**src/igtp_pkg.sv**
```systemverilog
// shared constants and carrier types for the irq gate and tx list pointer block
// Operation
// - gate bit 0 at one lets pending unmasked events drive the interrupt line
// - gate bit 0 at zero holds the interrupt line inactive
// - writing the gate changes neither interrupt status nor interrupt mask
// - while active the pointer follows each descriptor along the list
// - a null link keeps the pointer on the current descriptor
// - a go write while idle, or on the null answer, rereads the link of the current descriptor; a go at other busy times is ignored
// - a status bit counts only with its mask bit, then gate decides
// - status bits set on their event whatever the mask says
package igtp_pkg;

  localparam int unsigned ADR_W      = 8;
  localparam int unsigned EVT_W      = 4;

  localparam logic [7:0]  CMD_OFF    = 8'h00;
  localparam logic [7:0]  STATUS_OFF = 8'h10;
  localparam logic [7:0]  MASK_OFF   = 8'h14;
  localparam logic [7:0]  GATE_OFF   = 8'h18;
  localparam logic [7:0]  PTR_OFF    = 8'h20;

  localparam int unsigned GATE_EN_BIT = 0;
  localparam int unsigned GO_BIT      = 0;
  localparam int unsigned PTR_LSB     = 2;

  localparam int unsigned EV_ADV  = 0;
  localparam int unsigned EV_END  = 1;
  localparam int unsigned EV_EXT0 = 2;

  localparam logic [31:0] GATE_RST   = 32'h0000_0000;
  localparam logic [31:0] PTR_RST    = 32'h0000_0000;
  localparam logic [3:0]  STATUS_RST = 4'h0;
  localparam logic [3:0]  MASK_RST   = 4'h0;
  localparam logic [31:0] NULL_LINK  = 32'h0000_0000;

  typedef enum {W_IDLE, W_FETCH} igtp_walk_e;

  typedef struct packed {
    logic             we;
    logic [ADR_W-1:0] adr;
    logic [3:0]       sel;
    logic [31:0]      dat;
  } igtp_req_s;

  typedef struct packed {
    logic        ack;
    logic [31:0] data;
  } igtp_link_s;

  function automatic logic [31:0] igtp_merge(input logic [31:0] old_v,
                                             input logic [31:0] new_v,
                                             input logic [3:0]  sel);
    logic [31:0] r;
    r = old_v;
    for (int i = 0; i < 4; i++)
    begin
      if (sel[i])
      begin
        r[8*i +: 8] = new_v[8*i +: 8];
      end
    end
    return r;
  endfunction

endpackage

```
**src/igtp_irq_gate.sv**
```systemverilog
// interrupt status, mask and global gate with the registered line
`timescale 1ns/1ns
`default_nettype none
module igtp_irq_gate
  import igtp_pkg::*;
(
  input  wire logic             clk,
  input  wire logic             rst,
  input  wire logic             wr_gate,
  input  wire logic             wr_mask,
  input  wire logic             rd_clear,
  input  wire logic [31:0]      wdata,
  input  wire logic [EVT_W-1:0] evt,
  output logic                  gate_q,
  output logic [EVT_W-1:0]      mask_q,
  output logic [EVT_W-1:0]      status_q,
  output logic                  line_q
);

  always_ff @(posedge clk or posedge rst)
  begin
    if (rst)
      gate_q <= GATE_RST[GATE_EN_BIT];
    else if (wr_gate)
      gate_q <= wdata[GATE_EN_BIT];
  end

  always_ff @(posedge clk or posedge rst)
  begin
    if (rst)
      mask_q <= MASK_RST;
    else if (wr_mask)
      mask_q <= wdata[EVT_W-1:0];
  end

  // read clears only the bits it returned, so later events survive
  always_ff @(posedge clk or posedge rst)
  begin
    if (rst)
      status_q <= STATUS_RST;
    else
      status_q <= (rd_clear ? (status_q & ~wdata[EVT_W-1:0]) : status_q) | evt;
  end

  always_ff @(posedge clk or posedge rst)
  begin
    if (rst)
      line_q <= 1'b0;
    else
      line_q <= gate_q && |(status_q & mask_q);
  end

endmodule // igtp_irq_gate
`default_nettype wire

```
**src/igtp_tx_walk.sv**
```systemverilog
// transmit list walker holding the descriptor pointer
`timescale 1ns/1ns
`default_nettype none
module igtp_tx_walk
  import igtp_pkg::*;
(
  input  wire logic        clk,
  input  wire logic        rst,
  input  wire logic        go,
  input  wire logic        wr_ptr,
  input  wire logic [31:0] wdata,
  input  wire igtp_link_s  link,
  output logic [31:2]      ptr_q,
  output logic             busy_q,
  output logic             req_q,
  output logic             evt_adv_q,
  output logic             evt_end_q
);

  igtp_walk_e state_q;

  always_ff @(posedge clk or posedge rst)
  begin
    if (rst)
    begin
      state_q   <= W_IDLE;
      busy_q    <= 1'b0;
      req_q     <= 1'b0;
      evt_adv_q <= 1'b0;
      evt_end_q <= 1'b0;
    end
    else
    begin
      evt_adv_q <= 1'b0;
      evt_end_q <= 1'b0;
      case (state_q)
        W_IDLE:
        begin
          if (go)
          begin
            state_q <= W_FETCH;
            busy_q  <= 1'b1;
            req_q   <= 1'b1;
          end
        end
        W_FETCH:
        begin
          // a go on the null answer rereads instead of stopping
          if (link.ack && link.data == NULL_LINK && !go)
          begin
            state_q   <= W_IDLE;
            busy_q    <= 1'b0;
            req_q     <= 1'b0;
            evt_end_q <= 1'b1;
          end
          else if (link.ack && link.data != NULL_LINK)
            evt_adv_q <= 1'b1;
        end
        default:
        begin
          state_q <= W_IDLE;
          busy_q  <= 1'b0;
          req_q   <= 1'b0;
        end
      endcase
    end
  end

  always_ff @(posedge clk or posedge rst)
  begin
    if (rst)
      ptr_q <= PTR_RST[31:PTR_LSB];
    else if (state_q == W_FETCH && link.ack && link.data != NULL_LINK)
      ptr_q <= link.data[31:PTR_LSB];
    else if (wr_ptr && state_q == W_IDLE)
      ptr_q <= wdata[31:PTR_LSB];
  end

endmodule // igtp_tx_walk
`default_nettype wire

```
**src/igtp_top.sv**
```systemverilog
// wishbone register slice: interrupt gate and transmit list pointer
//
// The implementer's own choice: the Wishbone slave port.
`timescale 1ns/1ns
`default_nettype none
module igtp_top
  import igtp_pkg::*;
(
  input  wire logic             REF_CLK,
  input  wire logic             SYS_RST,
  input  wire logic             WB_CYC_I,
  input  wire logic             WB_STB_I,
  input  wire logic             WB_WE_I,
  input  wire logic [ADR_W-1:0] WB_ADR_I,
  input  wire logic [3:0]       WB_SEL_I,
  input  wire logic [31:0]      WB_DAT_I,
  output logic [31:0]           WB_DAT_O,
  output logic                  WB_ACK_O,
  input  wire logic [1:0]       EXT_EVT,
  input  wire logic             LINK_RD_ACK,
  input  wire logic [31:0]      LINK_RD_DATA,
  output logic                  LINK_RD_REQ,
  output logic [31:0]           LINK_RD_ADDR,
  output logic                  TX_BUSY,
  output logic                  HOST_IRQ_LINE
);

  igtp_req_s        req;
  igtp_link_s       link;
  logic             ack_q;
  logic             take;
  logic             wr_take;
  logic             rd_take;
  logic             wr_cmd;
  logic             wr_gate;
  logic             wr_mask;
  logic             wr_ptr;
  logic             rd_status;
  logic             go;
  logic [31:0]      gate_word;
  logic [31:0]      ptr_word;
  logic [31:0]      mask_word;
  logic [31:0]      status_word;
  logic [31:0]      rd_d;
  logic [31:0]      wmerge_gate;
  logic [31:0]      wmerge_ptr;
  logic [31:0]      wmerge_mask;
  logic             gate_q;
  logic [EVT_W-1:0] mask_q;
  logic [EVT_W-1:0] status_q;
  logic [EVT_W-1:0] evt;
  logic [31:2]      ptr_q;
  logic             busy_q;
  logic             req_q;
  logic             evt_adv_q;
  logic             evt_end_q;
  logic             line_q;
  logic [31:0]      dat_q;

  assign req  = {WB_WE_I, WB_ADR_I, WB_SEL_I, WB_DAT_I};
  assign link = {LINK_RD_ACK, LINK_RD_DATA};

  // a transfer is taken at the edge where ack is already high
  assign take    = WB_CYC_I && WB_STB_I && ack_q;
  assign wr_take = take && req.we;
  assign rd_take = take && !req.we;

  assign wr_cmd    = wr_take && req.adr == CMD_OFF;
  assign wr_gate   = wr_take && req.adr == GATE_OFF;
  assign wr_mask   = wr_take && req.adr == MASK_OFF;
  assign wr_ptr    = wr_take && req.adr == PTR_OFF;
  assign rd_status = rd_take && req.adr == STATUS_OFF;
  assign go        = wr_cmd && req.sel[0] && req.dat[GO_BIT];

  assign gate_word   = {31'h0000_0000, gate_q};
  assign ptr_word    = {ptr_q, 2'b00};
  assign mask_word   = {28'h000_0000, mask_q};
  assign status_word = {28'h000_0000, status_q};

  // byte lanes merge into the current value before the store
  assign wmerge_gate = igtp_merge(gate_word, req.dat, req.sel);
  assign wmerge_ptr  = igtp_merge(ptr_word, req.dat, req.sel);
  assign wmerge_mask = igtp_merge(mask_word, req.dat, req.sel);

  assign evt = {EXT_EVT, evt_end_q, evt_adv_q};

  igtp_irq_gate u_irq (
    .clk      (REF_CLK),
    .rst      (SYS_RST),
    .wr_gate  (wr_gate),
    .wr_mask  (wr_mask && req.sel[0]),
    .rd_clear (rd_status),
    .wdata    (wr_gate ? wmerge_gate : (rd_status ? dat_q : wmerge_mask)),
    .evt      (evt),
    .gate_q   (gate_q),
    .mask_q   (mask_q),
    .status_q (status_q),
    .line_q   (line_q)
  );

  igtp_tx_walk u_walk (
    .clk       (REF_CLK),
    .rst       (SYS_RST),
    .go        (go),
    .wr_ptr    (wr_ptr),
    .wdata     (wmerge_ptr),
    .link      (link),
    .ptr_q     (ptr_q),
    .busy_q    (busy_q),
    .req_q     (req_q),
    .evt_adv_q (evt_adv_q),
    .evt_end_q (evt_end_q)
  );

  // ack one cycle after the request, dropped the cycle after
  always_ff @(posedge REF_CLK or posedge SYS_RST)
  begin
    if (SYS_RST)
      ack_q <= 1'b0;
    else
      ack_q <= WB_CYC_I && WB_STB_I && !ack_q;
  end

  always_comb
  begin
    case (req.adr)
      CMD_OFF:    rd_d = {31'h0000_0000, busy_q};
      STATUS_OFF: rd_d = status_word;
      MASK_OFF:   rd_d = mask_word;
      GATE_OFF:   rd_d = gate_word;
      PTR_OFF:    rd_d = ptr_word;
      default:    rd_d = 32'h0000_0000;
    endcase
  end

  always_ff @(posedge REF_CLK or posedge SYS_RST)
  begin
    if (SYS_RST)
      dat_q <= 32'h0000_0000;
    else if (WB_CYC_I && WB_STB_I && !ack_q && !req.we)
      dat_q <= rd_d;
    else if (!ack_q)
      dat_q <= 32'h0000_0000;
  end

  assign WB_ACK_O      = ack_q;
  assign WB_DAT_O      = dat_q;
  assign LINK_RD_REQ   = req_q;
  assign LINK_RD_ADDR  = ptr_word;
  assign TX_BUSY       = busy_q;
  assign HOST_IRQ_LINE = line_q;
endmodule // igtp_top
`default_nettype wire

```
**config.mk**
```make
export PLATFORM = sky130hd
export DESIGN_NAME = igtp_top
export DESIGN_NICKNAME = d
export VERILOG_FILES = /design/src/igtp_pkg.sv /design/src/igtp_irq_gate.sv /design/src/igtp_tx_walk.sv /design/src/igtp_top.sv
export SDC_FILE = /design/constraint.sdc
export NUM_CORES = 1
export LEC_CHECK = 0
export BUFFER_PORTS_ARGS = -buffer_cell sky130_fd_sc_hd__buf_2
export CORE_MARGIN = 3
export CORE_UTILIZATION = 47
export DETAILED_ROUTE_END_ITERATION = 7
export PLACE_DENSITY = 0.89
export SETUP_SLACK_MARGIN = 0.5
export SKIP_LAST_GASP = 1
export SLEW_MARGIN = 10
export SYNTH_ARGS = -nofsm -noshare
export SYNTH_HDL_FRONTEND = slang
export SYNTH_SLANG_ARGS = --single-unit
```
**constraint.sdc**
```tcl
create_clock -name REF_CLK -period 2.9 [get_ports REF_CLK]
set_input_delay 0.29 -clock REF_CLK [delete_from_list [all_inputs] [get_ports REF_CLK]]
set_output_delay 0.29 -clock REF_CLK [all_outputs]
set_load 0.01 [all_outputs]
```
==> key figures, run 1 <==
Run status
  – Status: completed

Global routing
  – Total global routing overflow: 0
  – Global Route met2 Usage: 36.86%
  – First-pass GRT wire length: 14410 um
  – Global routing met3 resource utilization: 3.692%
  – Number of antenna violations at the first check in global routing: 0
  – Largest net degree at the start of global routing: 44
  – Met1 Track Usage GR: 27.81%
  – Gr busiest metal: met2
  – Vias in the first global route: 2859
  – Gr usage total: 21.77%

Floorplanning
  – Total core area: 6982 um^2
  – Core Rows: 30
  – Initial Utilization: roughly half
  – Die Span X: 92.20 um
  – Die area: 8500 um^2
  – Num ports: 152
  – Die height: between 90 and 100 um

Timing
  – Fin crit share: 77.32%
  – Setup TNS: 0 ps
  – Fin. max-slew vios: 0
  – Highest clock rate: 446.0 MHz
  – Setup-failing EPs final: 0
  – Final min period: 2242 ps
  – Worst slew margin: 50.38%
  – Fin. Hold Viols: 0
  – Final Skew: 9.457 ps
  – RSZ-0062 raised after global routing: false
  – Least-Margin Pin Slew: 743.1 ps

Pwr
  – Leak: 0.002560 uW
  – VDD IR max: around 0.24 mV
  – PwrDens: roughly 460 nW/um^2

Clocking
  – Sinks on Clock Net: 76
  – Post-CTS Setup Inserts: 0
  – Bufs on Longest Clock Path: 2
  – CTS tree: yes
  – Clock root buffer: clkbuf_8
  – Clk slew on worst S/H paths: 80 ps
  – H-tree Lvls: 3
  – CTS buffer count: 9
  – Worst skew pair latency: between 300 and 400 ps
  – Cts repair resizes: 0
  – CTS Hold Buffers Added: 0

Synthesis
  – Main synth FF type: dfrtp_1
  – Most area-consuming cells after synthesis: dfrtp_1 (54%), mux2_2 (12%), mux2_1 (8.7%), a22o_1 (7.0%), nor4_4 (2.4%)
  – Mapped cell area: 3492 um^2
  – YS warnings: 0
  – Top cell type by total area after synthesis: dfrtp_1
  – Mapped Avg Cell Area: 13.28 um^2
  – #FFs+latches synth: 76
  – Area share of the largest cell type after synthesis: a little over half
  – Number of synthesized flops with an enable pin: 0
  – Synth Instances: 263
  – Post-synth ARST share: 100.0%
  – Post-synth cell types: 35
  – Seq/Total Area, Yosys: 54.46%

Finish
  – Area delta synth->final: 31.14%
  – Commonest non-fill, non-tap cells in the layout: buf_2 (149), dfrtp_1 (76), mux2_2 (38)
  – Nets: 502
  – Filler cells: between 500 and 600
  – Design Area, Final: 4579 um^2
  – Commonest non-fill, non-tap cell in the layout: buf_2
  – Ant. Diodes: 0
  – Layout cells sized above 1: 51.30%

Critical path
  – CP Class: in2reg
  – CP arrival: 2460 ps
  – Worst Setup Start Kind: input port
  – CP Max Fanout: 9
  – CP Capture Type: register
  – Slack of the worst reg-to-reg path: 780 ps
  – CP Data Required Time: about 3100 ps

Drt
  – Final wirelength: 9091 um
  – Vias: 2811
  – Initial DRT Pass Iterations: 4
  – Vias per Instance: around 5.4
  – 1st-iter DRT viols: 140
  – Residual DRC: 0
  – Final antenna-violating net count: 0
  – WL/cell: 17.52 um

Place
  – Placed Area: 4362 um^2
  – GP Congestion: 0.9313
  – Input/output buffers: approximately 150
  – Post-DP HPWL: 6993 um

Min path
  – Hold crit path type: in2async

Run
  – Max-cap viol count: 0
[worst max-delay path, stage by stage]
cell and delay (ps):
buf_2 120, or4_1 790, nor4_4 590, mux2_2 390, mux2_2 270
[synth_stat cells (3+ instances only)]
master    instances
mux2_2           38
nor4_1           10
a22oi_1           3
a21o_1            4
nand2_1          11
clkbuf_1          7
nor4_4            4
nor3_1            3
a22o_1           28
buf_4             3
o21ai_0           4
nand2b_1          6
mux2_1           27
a222oi_1          3
inv_1             5
nand4_1           3
nor2_1            6
dfrtp_1          76
buf_2             4
[metal layers]
layer | vias to the layer above | part of all wire, %
met1 | 1374 | 41
met3 | 9 | 7.2
met5 | - | 0
li1 | 1302 | -
met4 | 0 | 1.3
met2 | 126 | 50
[cell type report]
| type | instances | area, um^2 | share of cell area [%] |
|---|---|---|---|
| flip-flops and latches | 76 | 1902 | 41.53 |
| multi-input cells | 168 | 1495 | 32.65 |
| repair buffers | 158 | 825.8 | 18.03 |
| clock buffers | 12 | 145.1 | 3.169 |
| well taps | 96 | 120.1 | 2.623 |
| clock inverters | 4 | 72.57 | 1.585 |
| inverters | 5 | 18.77 | 0.4098 |
[where the power goes]
group | leakage [uW] | total [uW] | internal, uW | switching [uW]
Sequential | 0.00105 | 1070 | 1070 | 5.73
Combinational | 0.00140 | 146 | 64.0 | 81.9
Clock | 0.000107 | 876 | 508 | 368
[registers in the layout, summed over array words and instances, names as in the netlist]
name / flops
u_walk.evt_end_q: 1
u_irq.gate_q: 1
u_walk.evt_adv_q: 1
WB_DAT_O: 32
u_irq.status_q: 4
u_irq.mask_q: 4
u_walk.busy_q: 1
u_irq.line_q: 1
WB_ACK_O: 1
u_walk.ptr_q: 30
[final timing paths]
| check | to | depth (start not counted) | start |
|---|---|---|---|
| worst max-delay path | u_walk.ptr_q[7] | 5 | WB_ADR_I[1] |
| worst max register to register | u_walk.ptr_q[7] | 4 | WB_ACK_O |
| max in group asynchronous | u_walk.ptr_q[7] | 3 | SYS_RST |
| min in group REF_CLK | u_irq.status_q[2] | 2 | EXT_EVT[0] |
| worst min register to register | u_irq.status_q[0] | 1 | u_walk.evt_adv_q |
| worst min-delay path | u_walk.ptr_q[8] | 2 | SYS_RST |
[per-stage QoR]
step | cells | total power (uW) | worst slack [ps] | utilization, % | hold slack (ps)
after detailed placement | 503 | 1240 | 321.5 | 62.47 | 414.1
after global placement | 503 | 1236 | 356.4 | 62.47 | 409.0
after global routing | 519 | 2176 | 626.2 | 65.59 | 113.8
after floorplan | 264 | 1149 | 579.4 | - | 382.3
after CTS | 519 | 2117 | 690.7 | 65.59 | 103.4
final | 519 | 2094 | 657.7 | 65.59 | 83.59
[cells by family after synthesis]
logic type	share of synthesized area, %
other cells	0.1074
xor+xnor	0.2509
simple gates	10.32
buf+inv	2.831
flops	54.46
compound gates	11.07
mux	20.96
Note: power is estimated with default switching activity, not from simulation.
==> run 2: changes to the inputs <==
--- a/config.mk
+++ b/config.mk
@@ -5,11 +5,12 @@
 export SDC_FILE = /design/constraint.sdc
 export NUM_CORES = 1
 export LEC_CHECK = 0
+export ABC_AREA = 1
 export BUFFER_PORTS_ARGS = -buffer_cell sky130_fd_sc_hd__buf_2
 export CORE_MARGIN = 3
-export CORE_UTILIZATION = 47
+export CORE_UTILIZATION = 44
 export DETAILED_ROUTE_END_ITERATION = 7
-export PLACE_DENSITY = 0.89
+export PLACE_DENSITY = 0.87
 export SETUP_SLACK_MARGIN = 0.5
 export SKIP_LAST_GASP = 1
 export SLEW_MARGIN = 10
==> constraint.sdc (replaced) <==
create_clock -name REF_CLK -period 1.8 [get_ports REF_CLK]
set_input_delay 0.18 -clock REF_CLK [delete_from_list [all_inputs] [get_ports REF_CLK]]
set_output_delay 0.18 -clock REF_CLK [all_outputs]
set_load 0.01 [all_outputs]
==> run 2 against run 1 <==
Against the previous run: power up 82%; setup slack worse by 270 ps; combinational power rose to 3.7 times the previous value; hold slack worse by 55 ps; routed wire length up 32%; via count up 39%; final cell count up 36%; sequential cell count unchanged; clock power up 63%; largest cell class is now multi-input gates.
==> key figures, run 2 <==
Floorplanning
  – Die Span X: 98.84 um
  – Initial Utilization: 45.70%
  – Num ports: 152
  – Total core area: 8299 um^2
  – Die height: 98.84 um
  – Core Rows: 33
  – Die area: 9769 um^2

Synthesis
  – Mapped cell area: approximately 3800 um^2
  – Number of synthesized flops with an enable pin: 0
  – Synth Instances: ~440
  – YS warnings: 0
  – Seq/Total Area, Yosys: 50.15%
  – Most instantiated library cell after synthesis: nand2_1
  – Main synth FF type: dfrtp_1
  – Mapped Avg Cell Area: 8.658 um^2
  – Top cells by count, synth: nand2_1 (91), nand3_1 (80), dfrtp_1 (76), inv_1 (40), nor2_1 (37)
  – Post-synth ARST share: 100.0%
  – Most area-consuming cells after synthesis: dfrtp_1 (50%), nand3_1 (11%), nand2_1 (9.0%), a32o_1 (7.4%), nand4_1 (4.1%)
  – Post-synth cell types: 28
  – Area share of the largest cell type after synthesis: between 50 and 60%
  – #FFs+latches synth: 76
  – Top cell type by total area after synthesis: dfrtp_1

Run status
  – Status: completed

Pwr
  – PwrDens: about 700 nW/um^2
  – Leak: 0.002874 uW
  – VDD IR max: 0.4267 mV

Drt
  – Vias per Instance: about 5.5
  – Initial DRT Pass Iterations: 5
  – Residual DRC: 0
  – 1st-iter DRT viols: 270
  – Final wirelength: roughly 12000 um
  – Final antenna-violating net count: 0
  – Vias: 3898
  – WL/cell: 16.98 um

Clocking
  – CTS tree: yes
  – Bufs on Longest Clock Path: 2
  – Clock root buffer: clkbuf_8
  – Clk slew on worst S/H paths: 90 ps
  – CTS buffer count: 9
  – Sinks on Clock Net: 76
  – Worst skew pair latency: approximately 340 ps
  – H-tree Lvls: 3

Timing
  – Setup TNS: 0 ps
  – Highest clock rate: between 700 and 800 MHz
  – Final Skew: 12.05 ps
  – Setup-failing EPs final: 0
  – Final min period: about 1400 ps
  – Fin. max-slew vios: 0
  – RSZ-0062 raised after global routing: true
  – Fin crit share: 78.28%
  – Fin. Hold Viols: 0

Global routing
  – Global Route met2 Usage: about two fifths
  – Total global routing overflow: 0
  – Gr busiest metal: met2
  – Gr usage total: 23.77%
  – First-pass GRT wire length: ~19000 um
  – Vias in the first global route: about 3800
  – Global routing met3 resource utilization: 3.963%
  – Largest net degree at the start of global routing: 77
  – Met1 Track Usage GR: 30.15%
  – Number of antenna violations at the first check in global routing: 0

Finish
  – Area delta synth->final: 43.02%
  – Commonest non-fill, non-tap cells in the layout: buf_2 (149), nand2_1 (89), dfrtp_1 (75)
  – Fin cells: 707
  – Ant. Diodes: 0
  – Commonest non-fill, non-tap cell in the layout: buf_2
  – Nets: between 600 and 700
  – Largest register FFs: 32
  – Layout cells sized above 1: 44.35%

Critical path
  – Crit path from: WB_ACK_O
  – CP Data Required Time: 2070 ps
  – Worst Setup Start Kind: register
  – CP Max Fanout: 16
  – Worst flop-to-flop path startpoint: WB_ACK_O
  – CP Class: reg2reg
  – CP arrival: about 1700 ps
  – CP Capture Type: register

Place
  – Post-DP HPWL: 8149 um
  – Placed Instances: approximately 680
  – Input/output buffers: between 100 and 150
  – GP Congestion: just over 0.9

Run
  – Max-cap viol count: 0

Min path
  – Hold_sp: EXT_EVT[0]
  – Hold crit path type: in2reg
-- run 2: changes by cell type after synthesis, sizes merged, moves of 6 or more --
cell | previous run | this run
a22o | 28 | 0
a32o | 0 | 28
buf | 8 | 17
inv | 5 | 42
mux2 | 65 | 0
nand2 | 11 | 91
nand2b | 6 | 0
nand3 | 2 | 84
nand4 | 3 | 25
nor2 | 6 | 40
nor4 | 15 | 0
o21ai | 4 | 15
-- run 2: layer usage --
layer / wire length [um] / vias up
met5: 0 / -
li1: - / 1829
met1: 4745 / 1860
met3: 844 / 26
met4: 298 / 0
met2: 6118 / 183
-- run 2: final cells by class --
cell class	instances	area, um^2
clock buffer	10	127.6
clock inverter	6	88.84
fill	664	2875
inverter	42	171.4
multi-input combinational	295	1934
sequential	76	1903
tap	105	131.4
timing repair buffer	173	1067
-- run 2: path summary, 6_finish.rpt --
kind / to / slack (ps) / depth (start not counted)
worst min register to register: u_irq.status_q[0] / 460 / 2
max in group asynchronous: WB_ACK_O / 960 / 4
worst max register to register: u_walk.ptr_q[24] / 390 / 8
worst max-delay path: u_walk.ptr_q[24] / 390 / 8
min in group asynchronous: WB_DAT_O[3] / 490 / 4
worst min-delay path: u_irq.status_q[2] / 30 / 2
-- run 2: through the flow --
step	setup slack (ps)	instance area (um^2)	utilization, %	hold slack, ps	power [uW]
finish	390.9	5424	65.35	28.58	3813
global route	314.0	5424	65.35	30.86	3964
CTS	375.2	5240	63.14	20.81	3793
detailed placement	258.3	4657	56.11	327.8	2308
global placement	304.7	4657	56.11	317.3	2293
floorplan	456.9	3839	-	293.8	2073
-- run 2: what timing repair did --
item                                   CTS  global route
setup endpoints to repair               68            69
endpoints found under the hold margin   76             0
setup buffers                            9             1
hold buffers                             1             0
resized for setup                       50            43
pin swaps                               15            23
cloned                                   2             0
-- run 2: cells by family (layout without fill, tap and decap cells) --
| kind of cell | Yosys count | in the layout | synth area share (%) |
|---|---|---|---|
| and+or+nand+nor | 242 | 242 | 30.22 |
| other | 1 | 2 | 0.09888 |
| DFF | 76 | 76 | 50.15 |
| buffers and inverters | 68 | 231 | 8.380 |
| AOI/OAI and AO/OA | 51 | 51 | 11.15 |
-- run 2: report_power, final --
group	internal, uW	switching [uW]
logic	231	311
registers	1770	66.8
clock network	782	652
total	2780	1030
-- run 2: critical path, stage by stage (launching register included) --
cell and delay [ps]:
dfrtp_2 390, nand3_4 80, nor2_4 140, inv_4 70, nor2_8 110, buf_12 150
buf_12 140, nand4_1 140, nand3_2 120
